[src/hdl/dp_lane_aux_snoop_pkg.sv]
// Constants for the DP lane and AUX snoop control register bank.
// Assumes byte-wide register access at 8-bit addresses.
package dp_lane_aux_snoop_pkg;
  localparam logic [7:0] ADDR_EQ      = 8'h11;
  localparam logic [7:0] ADDR_SNOOP   = 8'h12;
  localparam logic [7:0] ADDR_ROUTE   = 8'h13;
  localparam logic [7:0] RESET_BYTE   = 8'h00;
  localparam logic [7:0] RESERVED_RD  = 8'h00;
  localparam int LANE0_EQ_HI    = 7;
  localparam int LANE0_EQ_LO    = 4;
  localparam int LANE2_EQ_HI    = 3;
  localparam int LANE2_EQ_LO    = 0;
  localparam int PWR_HI         = 6;
  localparam int PWR_LO         = 5;
  localparam int CNT_HI         = 4;
  localparam int CNT_LO         = 0;
  localparam int SNOOP_OFF_BIT  = 7;
  localparam int ROUTE_HI       = 5;
  localparam int ROUTE_LO       = 4;
  localparam int OFF_HI         = 3;
  localparam int OFF_LO         = 0;
  // DPCD addresses watched on the AUX link
  localparam logic [19:0] DPCD_POWER_STATE = 20'h0_0600;
  localparam logic [19:0] DPCD_LANE_COUNT  = 20'h0_0101;
  // AUX native write request command nibble
  localparam logic [3:0]  AUX_NATIVE_WR    = 4'h8;
  // Power state value meaning normal operation
  localparam logic [1:0]  PWR_ON           = 2'b01;
  localparam logic [1:0]  PWR_CLEAR        = 2'b00;
  localparam logic [4:0]  CNT_CLEAR        = 5'h00;
  localparam logic [4:0]  CNT_ONE          = 5'h01;
  localparam logic [4:0]  CNT_TWO          = 5'h02;
  localparam logic [4:0]  CNT_FOUR         = 5'h04;
  localparam logic [3:0]  LANES_NONE       = 4'h0;
  localparam logic [3:0]  LANES_ONE        = 4'h1;
  localparam logic [3:0]  LANES_TWO        = 4'h3;
  localparam logic [3:0]  LANES_ALL        = 4'hf;
  localparam logic [1:0]  CFG_ALL_OFF      = 2'b00;
  localparam logic [1:0]  CFG_USB_ONLY     = 2'b01;
  localparam logic [1:0]  CFG_DP_FOUR      = 2'b10;
  localparam logic [1:0]  CFG_DP_TWO_USB   = 2'b11;
  typedef enum logic [1:0] {
    SBU_AUTO     = 2'b00,
    SBU_N1_P2    = 2'b01,
    SBU_N2_P1    = 2'b10,
    SBU_OPEN     = 2'b11
  } sbu_route_e;
endpackage : dp_lane_aux_snoop_pkg

[src/hdl/dp_lane_aux_snoop_ctrl.sv]
// DP lane equalization, AUX snoop and AUX-to-SBU routing control.
// Assumes a synchronous byte register port and a decoded AUX request
// strobe carrying command, DPCD address and first data byte.
`timescale 1ns/1ps

// Functional notes
// - Lane 0 EQ upper nibble, pins when not overridden
// - Lane 2 EQ lower nibble, pins when not overridden
// - Override set: lane 0 EQ from register
// - Override set: lane 2 EQ from register
// - Capture AUX write at 0x00600 into power
// - Snoop on: power state gates DP lanes
// - Clear power field on enable falling edge
// - Capture AUX write at 0x00101 into count
// - Snoop on: enable counted lanes, others down
// - Clear count field on enable falling edge
// - Snoop off: lanes follow software disable bits
// - Snoop-disable bit 7, resets zero
// - Route field bits 5:4, 00 follows controls
// - Route 01: AUXn-SBU1, AUXp-SBU2 forced
// - Route 10: AUXn-SBU2, AUXp-SBU1 forced
// - Route 11: AUX open from SBU
// - Bits 3:0 lane disables, reset zero
// - Snoop on: disable bits stored, no effect
// - EQ source: zero pins, one registers
// - Lane config selects USB and DP lanes
module dp_lane_aux_snoop_ctrl
  import dp_lane_aux_snoop_pkg::*;
#(
  parameter int EQ_W = 4
) (
  input  wire logic            clk,
  input  wire logic            rst,
  input  wire logic            reg_wr,
  input  wire logic            reg_rd,
  input  wire logic [7:0]      reg_addr,
  input  wire logic [7:0]      reg_wdata,
  output logic      [7:0]      reg_rdata,
  input  wire logic            eq_source_select,
  input  wire logic [EQ_W-1:0] dp_eq_strap_pins,
  input  wire logic            display_enable_ctrl,
  input  wire logic [1:0]      lane_config_select,
  input  wire logic            orientation_select,
  input  wire logic            aux_req_valid,
  input  wire logic [3:0]      aux_req_cmd,
  input  wire logic [19:0]     aux_req_addr,
  input  wire logic [7:0]      aux_req_data,
  output logic      [3:0]      dp_lane_en,
  output logic                 usb3_en,
  output logic      [EQ_W-1:0] lane0_eq_applied,
  output logic      [EQ_W-1:0] lane2_eq_applied,
  output logic                 auxn_sbu1,
  output logic                 auxp_sbu2,
  output logic                 auxn_sbu2,
  output logic                 auxp_sbu1
);

  typedef struct packed {
    logic [EQ_W-1:0] lane0_eq_level;
    logic [EQ_W-1:0] lane2_eq_level;
    logic [1:0]      power_state;
    logic [4:0]      lane_count;
    logic            snoop_off;
    logic [1:0]      sideband_route_override;
    logic [3:0]      per_lane_off_bits;
    logic            enable_d;
    logic [7:0]      rdata;
    logic [3:0]      lane_en;
    logic            usb_en;
    logic [EQ_W-1:0] eq0;
    logic [EQ_W-1:0] eq2;
    logic [3:0]      sbu;
  } state_s;

  state_s st_r;
  state_s st_nxt;

  // Switch patterns, ordered {auxn_sbu1, auxp_sbu2, auxn_sbu2, auxp_sbu1}
  localparam logic [3:0] SW_OPEN     = 4'h0;
  localparam logic [3:0] SW_STRAIGHT = 4'hc;
  localparam logic [3:0] SW_CROSSED  = 4'h3;
  // Snooped byte widths follow the register field widths
  localparam int         PWR_W       = PWR_HI - PWR_LO + 1;
  localparam int         CNT_W       = CNT_HI - CNT_LO + 1;

  logic [3:0]      cfg_lanes;
  logic [3:0]      count_lanes;
  logic [3:0]      snoop_lanes;
  logic [3:0]      lanes_wanted;
  logic            cfg_usb;
  logic            power_on;
  logic            aux_native_wr;
  logic            aux_hit_power;
  logic            aux_hit_count;
  logic            enable_fell;
  logic            eq_write;
  logic            route_write;
  logic [EQ_W-1:0] eq0_next;
  logic [EQ_W-1:0] eq2_next;
  logic [1:0]      power_next;
  logic [4:0]      count_next;
  logic [7:0]      read_word;
  logic [3:0]      sbu_route;

  // Strobe decodes are kept apart so each rule reads as one term
  always_comb begin
    // Only native writes to the two watched addresses are snooped
    aux_native_wr = aux_req_valid && (aux_req_cmd == AUX_NATIVE_WR);
    aux_hit_power = aux_native_wr && (aux_req_addr == DPCD_POWER_STATE);
    aux_hit_count = aux_native_wr && (aux_req_addr == DPCD_LANE_COUNT);
    // Compared against the registered level, which resets to zero,
    // so no false fall follows reset
    enable_fell   = st_r.enable_d && !display_enable_ctrl;
    eq_write      = reg_wr && (reg_addr == ADDR_EQ) && eq_source_select;
    route_write   = reg_wr && (reg_addr == ADDR_ROUTE);
    power_on      = (st_r.power_state == PWR_ON);
  end

  // Config mask: which receivers the lane setting leaves powered
  always_comb begin
    case (lane_config_select)
      CFG_ALL_OFF: begin
        cfg_lanes = LANES_NONE;
        cfg_usb   = 1'b0;
      end
      CFG_USB_ONLY: begin
        cfg_lanes = LANES_NONE;
        cfg_usb   = 1'b1;
      end
      CFG_DP_FOUR: begin
        cfg_lanes = LANES_ALL;
        cfg_usb   = 1'b0;
      end
      CFG_DP_TWO_USB: begin
        cfg_lanes = LANES_TWO;
        cfg_usb   = 1'b1;
      end
      default: begin
        cfg_lanes = LANES_NONE;
        cfg_usb   = 1'b0;
      end
    endcase
  end

  // Unknown counts power every lane down rather than guess
  always_comb begin
    case (st_r.lane_count)
      CNT_ONE: begin
        count_lanes = LANES_ONE;
      end
      CNT_TWO: begin
        count_lanes = LANES_TWO;
      end
      CNT_FOUR: begin
        count_lanes = LANES_ALL;
      end
      default: begin
        count_lanes = LANES_NONE;
      end
    endcase
  end

  always_comb begin
    if (power_on) begin
      snoop_lanes = count_lanes;
    end else begin
      snoop_lanes = LANES_NONE;
    end
  end

  // The stored disable bits only matter once snooping is off
  always_comb begin
    if (st_r.snoop_off) begin
      lanes_wanted = ~st_r.per_lane_off_bits;
    end else begin
      lanes_wanted = snoop_lanes;
    end
  end

  // Pins are mirrored into the fields while override is clear
  always_comb begin
    if (!eq_source_select) begin
      eq0_next = dp_eq_strap_pins;
      eq2_next = dp_eq_strap_pins;
    end else if (eq_write) begin
      eq0_next = reg_wdata[LANE0_EQ_HI:LANE0_EQ_LO];
      eq2_next = reg_wdata[LANE2_EQ_HI:LANE2_EQ_LO];
    end else begin
      eq0_next = st_r.lane0_eq_level;
      eq2_next = st_r.lane2_eq_level;
    end
  end

  // Snooped fields hold the last matching write until the display drops
  always_comb begin
    power_next = st_r.power_state;
    count_next = st_r.lane_count;
    if (aux_hit_power) begin
      power_next = aux_req_data[PWR_W-1:0];
    end
    if (aux_hit_count) begin
      count_next = aux_req_data[CNT_W-1:0];
    end
    // Disabling the display wins over a same-cycle snooped write
    if (enable_fell) begin
      power_next = PWR_CLEAR;
      count_next = CNT_CLEAR;
    end
  end

  // Read data path: reserved bits read as zero
  always_comb begin
    case (reg_addr)
      ADDR_EQ: begin
        read_word = {st_r.lane0_eq_level, st_r.lane2_eq_level};
      end
      ADDR_SNOOP: begin
        read_word = {1'b0, st_r.power_state, st_r.lane_count};
      end
      ADDR_ROUTE: begin
        read_word = {st_r.snoop_off, 1'b0,
                     st_r.sideband_route_override,
                     st_r.per_lane_off_bits};
      end
      default: begin
        read_word = RESERVED_RD;
      end
    endcase
  end

  // Route comes from the stored field, so a write shows one edge later
  always_comb begin
    case (st_r.sideband_route_override)
      SBU_AUTO: begin
        if (!display_enable_ctrl) begin
          sbu_route = SW_OPEN;
        end else if (orientation_select) begin
          sbu_route = SW_CROSSED;
        end else begin
          sbu_route = SW_STRAIGHT;
        end
      end
      SBU_N1_P2: begin
        sbu_route = SW_STRAIGHT;
      end
      SBU_N2_P1: begin
        sbu_route = SW_CROSSED;
      end
      SBU_OPEN: begin
        sbu_route = SW_OPEN;
      end
      default: begin
        sbu_route = SW_OPEN;
      end
    endcase
  end

  // Output stage mirrors the fields one edge later
  always_comb begin
    st_nxt                = st_r;
    st_nxt.enable_d       = display_enable_ctrl;
    st_nxt.lane0_eq_level = eq0_next;
    st_nxt.lane2_eq_level = eq2_next;
    st_nxt.power_state    = power_next;
    st_nxt.lane_count     = count_next;
    if (route_write) begin
      st_nxt.snoop_off               = reg_wdata[SNOOP_OFF_BIT];
      st_nxt.sideband_route_override = reg_wdata[ROUTE_HI:ROUTE_LO];
      st_nxt.per_lane_off_bits       = reg_wdata[OFF_HI:OFF_LO];
    end
    if (reg_rd) begin
      st_nxt.rdata = read_word;
    end else begin
      st_nxt.rdata = RESERVED_RD;
    end
    st_nxt.lane_en = lanes_wanted & cfg_lanes;
    st_nxt.usb_en  = cfg_usb;
    st_nxt.eq0     = st_r.lane0_eq_level;
    st_nxt.eq2     = st_r.lane2_eq_level;
    st_nxt.sbu     = sbu_route;
  end

  always_ff @(posedge clk or posedge rst) begin
    if (rst) begin
      st_r <= '0;
    end else begin
      st_r <= st_nxt;
    end
  end

  assign reg_rdata        = st_r.rdata;
  assign dp_lane_en       = st_r.lane_en;
  assign usb3_en          = st_r.usb_en;
  assign lane0_eq_applied = st_r.eq0;
  assign lane2_eq_applied = st_r.eq2;
  assign auxn_sbu1        = st_r.sbu[3];
  assign auxp_sbu2        = st_r.sbu[2];
  assign auxn_sbu2        = st_r.sbu[1];
  assign auxp_sbu1        = st_r.sbu[0];

endmodule : dp_lane_aux_snoop_ctrl

[config.mk]
export PLATFORM = sky130hd
export DESIGN_NAME = dp_lane_aux_snoop_ctrl
export DESIGN_NICKNAME = d
export VERILOG_FILES = /design/src/hdl/dp_lane_aux_snoop_pkg.sv /design/src/hdl/dp_lane_aux_snoop_ctrl.sv
export SDC_FILE = /design/constraint.sdc
export NUM_CORES = 1
export LEC_CHECK = 0
export BUFFER_PORTS_ARGS = -buffer_cell sky130_fd_sc_hd__buf_2
export CAP_MARGIN = 30
export CORE_MARGIN = 5
export CORE_UTILIZATION = 43
export DETAILED_ROUTE_END_ITERATION = 8
export MAX_ROUTING_LAYER = met4
export PLACE_DENSITY_LB_ADDON = 0.08
export SLEW_MARGIN = 20
export SYNTH_ARGS = -nofsm -noshare
export SYNTH_HDL_FRONTEND = slang
export SYNTH_SLANG_ARGS = --single-unit
export TNS_END_PERCENT = 100
[constraint.sdc]
create_clock -name clk -period 1.3 [get_ports clk]
set_input_delay 0.13 -clock clk [delete_from_list [all_inputs] [get_ports clk]]
set_output_delay 0.13 -clock clk [all_outputs]
set_load 0.01 [all_outputs]
After elaboration in Yosys (flattened, before gate mapping). Index checks and enable logic that the tools add are counted.

Equality and inequality tests: 17. Bitwise operators: 2. Reduce and logical (&&, ||, !) cells: 15. Multiplexer cells: 18.

Operators with widths (number): $mux 4 (8); $eq 8x5->1 const B (3); $pmux 4 s3 (2); $pmux 8 s3 (1); $eq 20x11->1 const B (1); $eq 20x9->1 const B (1); $pmux 4 s4 (1); $mux 5 (2); $eq 2x2->1 const B (4); $mux 8 (1); $logic_and 1x1->1 (7); $eq 2x1->1 const B (3); $reduce_or 2->1 (3); $eq 5x1->1 const B (1); $eq 5x2->1 const B (1); $eq 5x3->1 const B (1); $and 4x4->4 (1); $eq 4x4->1 const B (1); $logic_not 2->1 (2); $mux 2 (2); $not 4->4 (1); $reduce_bool 2->1 (2); $ne 2x1->1 const B (1); $pmux 1 s2 (1); $logic_not 1->1 (1).

Word-level logic and storage cells: 66. Output and inout bits: 25. Input port bits: 62. Register bits: 48.

Depth between registers and ports, before layout.
Depth after elaboration: 5. Gate-level depth with buffers: 5. Mapped depth without buffers: 4.

Worst setup path before layout. OpenSTA, ideal clock, no wires.

Path kind: reg-to-reg. Start point: register st_r[36] in the netlist's numbering. End point: register st_r (netlist bit dp_lane_en[2]). Period minus slack after synthesis: 1.472 ns. Slack: -0.172 ns. Buffers on the path: 0. Stages on the path, launching flop included: 5. Required time: 1.227 ns. Library setup time: 0.073 ns. Arrival: 1.399 ns. Cell sequence: dfrtp_1 or4b_4 o41ai_2 and3b_1 a21boi_2.

RTL lines: start: declaration (RTL line dp_lane_aux_snoop_ctrl.sv:75) `state_s st_r;`; start signal: assignment (RTL line dp_lane_aux_snoop_ctrl.sv:287) `st_r <= st_nxt;`.

==> impl_metrics.env <==
export IMPL_outcome="complete, but fails checks"
export IMPL_violations="setup timing"
export IMPL_place_hpwl_um=3810
export IMPL_switchingPower_mw=0.650
export IMPL_first_pass_iters=4
export IMPL_grt_first_pass_wirelength_um=7900
export IMPL_pwr_share_seq_pct=49.1
export IMPL_whs_ps=82.0
export IMPL_ir_worst_vdd_mv=0.556
export IMPL_critPathArrivalTime_ps=1740
export IMPL_vias=1633
export IMPL_synth_top_area_cell="dfrtp_1"
export IMPL_fill_cells=444
export IMPL_critPathLaunch="st_r[36]"
export IMPL_drive_gt1_share_pct=46.5
export IMPL_grt_max_degree=47
export IMPL_ys_seq_area_share_pct=53.4
export IMPL_fin_crit_ps=1530
export IMPL_synth_top_flop_cell="dfrtp_1"
export IMPL_async_flop_share_pct=100
export IMPL_skew_ps=8.48
export IMPL_critPathSlowestCell="or4b_4"
export IMPL_grt_overflow=0
export IMPL_grt_setup_unrepaired="yes"
export IMPL_p_comb_share_pct=10.0
export IMPL_power_frac_clock_pct=41.0
export IMPL_fin_setup_tns_ps=-792
export IMPL_fmax_mhz=656
export IMPL_drc=0
export IMPL_criticalPathCategory="register to register"
export IMPL_synthTopCellsByArea="dfrtp_1 53%, buf_4 7.7%, mux2i_1 7.0%, a21oi_1 4.2%, mux2_2 2.6%"
export IMPL_ys_top_cells_by_count="46 x dfrtp_1, 22 x buf_4, 18 x a21oi_1"
export IMPL_start_kind="register"
export IMPL_p_leak_nw=1.44
export IMPL_worst_slew_pin_transition_ps=467
export IMPL_cts_buffers=5
export IMPL_p_int_mw=2.47
export IMPL_setup_violations=4
export IMPL_drt_total_wl_um=4730
export IMPL_io_pins=87
export IMPL_synth_most_common_cell="dfrtp_1"
export IMPL_hold_viol_final=0
export IMPL_root_buffer="clkbuf_8"
export IMPL_antenna_found_initial=0
export IMPL_cts_setup_buffers=0
export IMPL_ys_warn_count=0
export IMPL_syn_num_nets=247
export IMPL_final_cells=336
export IMPL_worst_ep_required_time_ps=1520
export IMPL_ys_types=36
export IMPL_r2r_setup_slack_ps=-230
export IMPL_relSlewSlack_pct=68.8
export IMPL_crit_path_end_kind="register"
export IMPL_drt_iter0_drc=101
export IMPL_crit_fanout=2
export IMPL_yosysTopAreaCellShare_pct=53.4
export IMPL_die_area_um2=6530
export IMPL_wl_per_cell_um=14.1
export IMPL_hold_class="input port to register"
export IMPL_synth_seq_cells=46
export IMPL_layout_setup_ws_ps=-225
export IMPL_power_density_nw_per_um2=1110
export IMPL_initial_core_util_pct=45.0
export IMPL_grt_pass1_vias=1742
export IMPL_port_buffers=83
export IMPL_synth_cells=185
export IMPL_ctsLongestPathBuffers=2
export IMPL_hold_path_startpoint="lane_config_select[1]"
export IMPL_routabilityCongestion=0.831
export IMPL_ant_nets=0
export IMPL_viasPerCell=4.86
export IMPL_rr_startpoint="st_r[36]"
export IMPL_clock_sinks=46
export IMPL_avgSynthCellArea_um2=11.6
export IMPL_cp_cell_sequence="or4b_4 -> o41ai_2 -> and3b_1 -> a21boi_2"
export IMPL_htreeDepth=2
export IMPL_min_period_over_period_pct=117
export IMPL_area_growth_pct=30.4
export IMPL_slowest_delay_ps=540
export IMPL_dpl_cell_count=325
export IMPL_die_height_um=80.8
export IMPL_drv_cap=0
export IMPL_p_sw_share_pct=20.8
export IMPL_antennaDiodeCount=0
export IMPL_coreArea_um2=4790
export IMPL_grt_util_all_layers_pct=16.2
export IMPL_core_rowCount=25
export IMPL_synth_edf_count=0
export IMPL_synth_area_um2=2150
export IMPL_clkSlewWorstSetupHoldPaths_ps=80
export IMPL_clkLatencyLatePin_ps=290
export IMPL_cts_tree="built"
export IMPL_nNetsFinal=330
export IMPL_finalMaxSlewViolations=0
export IMPL_die_w_um=80.8
==> area by class of cell <==
cell class / instances / area (um2) / share of cell area [%]
sequential: 46 / 1150 / 41.0
clock buffer: 6 / 82.6 / 2.94
inverter: 4 / 15.0 / 0.535
clock inverter: 2 / 60.1 / 2.14
tap: 67 / 83.8 / 2.98
multi-input combinational: 108 / 818 / 29.1
timing repair buffer: 103 / 598 / 21.3
==> placed cells by master (no fill, tap or decap), types with 3 or more instances in the layout <==
cell / synthesis / final
dlygate4sd3_1: 0 / 3
dfrtp_1: 46 / 46
nand3_1: 4 / 4
a21oi_1: 18 / 18
buf_4: 22 / 15
o2bb2ai_1: 6 / 6
mux2_2: 5 / 5
buf_2: 1 / 83
inv_1: 4 / 3
mux2i_1: 15 / 15
nor2_1: 11 / 11
o21ai_0: 8 / 8
clkbuf_8: 0 / 6
nand4_1: 9 / 9
nor4_1: 4 / 3
==> critical path: cells and delay by family (launching register included) <==
family / cells / cell delay, ps
flip-flops: 1 / 380
AND/OR/NAND/NOR: 2 / 740
AO/OA/AOI/OAI: 2 / 340
==> power groups by stage <==
stage / Combinational (mW) / Clock [mW] / Sequential, mW
2_1_floorplan: 0.171 / 0 / 1.55
3_3_place_gp: 0.307 / 0 / 1.56
3_5_place_dp: 0.311 / 0 / 1.56
4_1_cts: 0.319 / 1.31 / 1.53
5_1_grt: 0.353 / 1.39 / 1.54
6_report: 0.312 / 1.28 / 1.53
==> metal layers <==
layer  routed length [um]  up-vias  GRT usage, %
met5                    0        -             -
met4                   16        0          4.05
met3                  338        2          3.99
met2                 2330       59          26.4
met1                 2040      756          20.3
li1                     -      816             -
==> metrics by stage <==
| step | total power [mW] | util, % | worst slack, ps | cell area (um2) |
|---|---|---|---|---|
| after floorplan | 1.73 | - | -172 | 2150 |
| after global placement | 1.87 | 54.8 | -185 | 2620 |
| after detailed placement | 1.87 | 54.8 | -213 | 2620 |
| after CTS | 3.16 | 58.5 | -222 | 2800 |
| after global routing | 3.28 | 58.7 | -304 | 2810 |
| final | 3.12 | 58.7 | -225 | 2810 |
==> sequential cells by signal (all words and copies together), names as in the netlist <==
name              flops
st_r                 15
reg_rdata             8
st_nxt                8
dp_lane_en            4
lane0_eq_applied      4
lane2_eq_applied      4
auxn_sbu2             1
auxp_sbu2             1
usb3_en               1
==> cell families after synthesis <==
group	Yosys count	synth area share [%]
buffers and inverters	31	9.29
AO/OA/AOI/OAI	37	11.0
AND/OR/NAND/NOR	48	15.3
XOR/XNOR	1	0.407
multiplexers	22	10.6
flip-flops	46	53.4
==> final timing paths <==
path	end	cells past startpoint
worst max register to register	dp_lane_en[3]	4
worst max-delay path	dp_lane_en[3]	4
min in group asynchronous	lane2_eq_applied[2]	4
max in group asynchronous	st_r[25]	4
worst min-delay path	dp_lane_en[1]	2
worst min register to register	lane2_eq_applied[2]	0
==> timing repair <==
action | CTS | global route
gates resized for setup | 2 | 1
pin swaps | 2 | 1
hold buffers | 3 | 0
hold endpoints to repair | 48 | 0
endpoints found under the setup margin | 4 | 4
(Power assumes the default switching activity.)
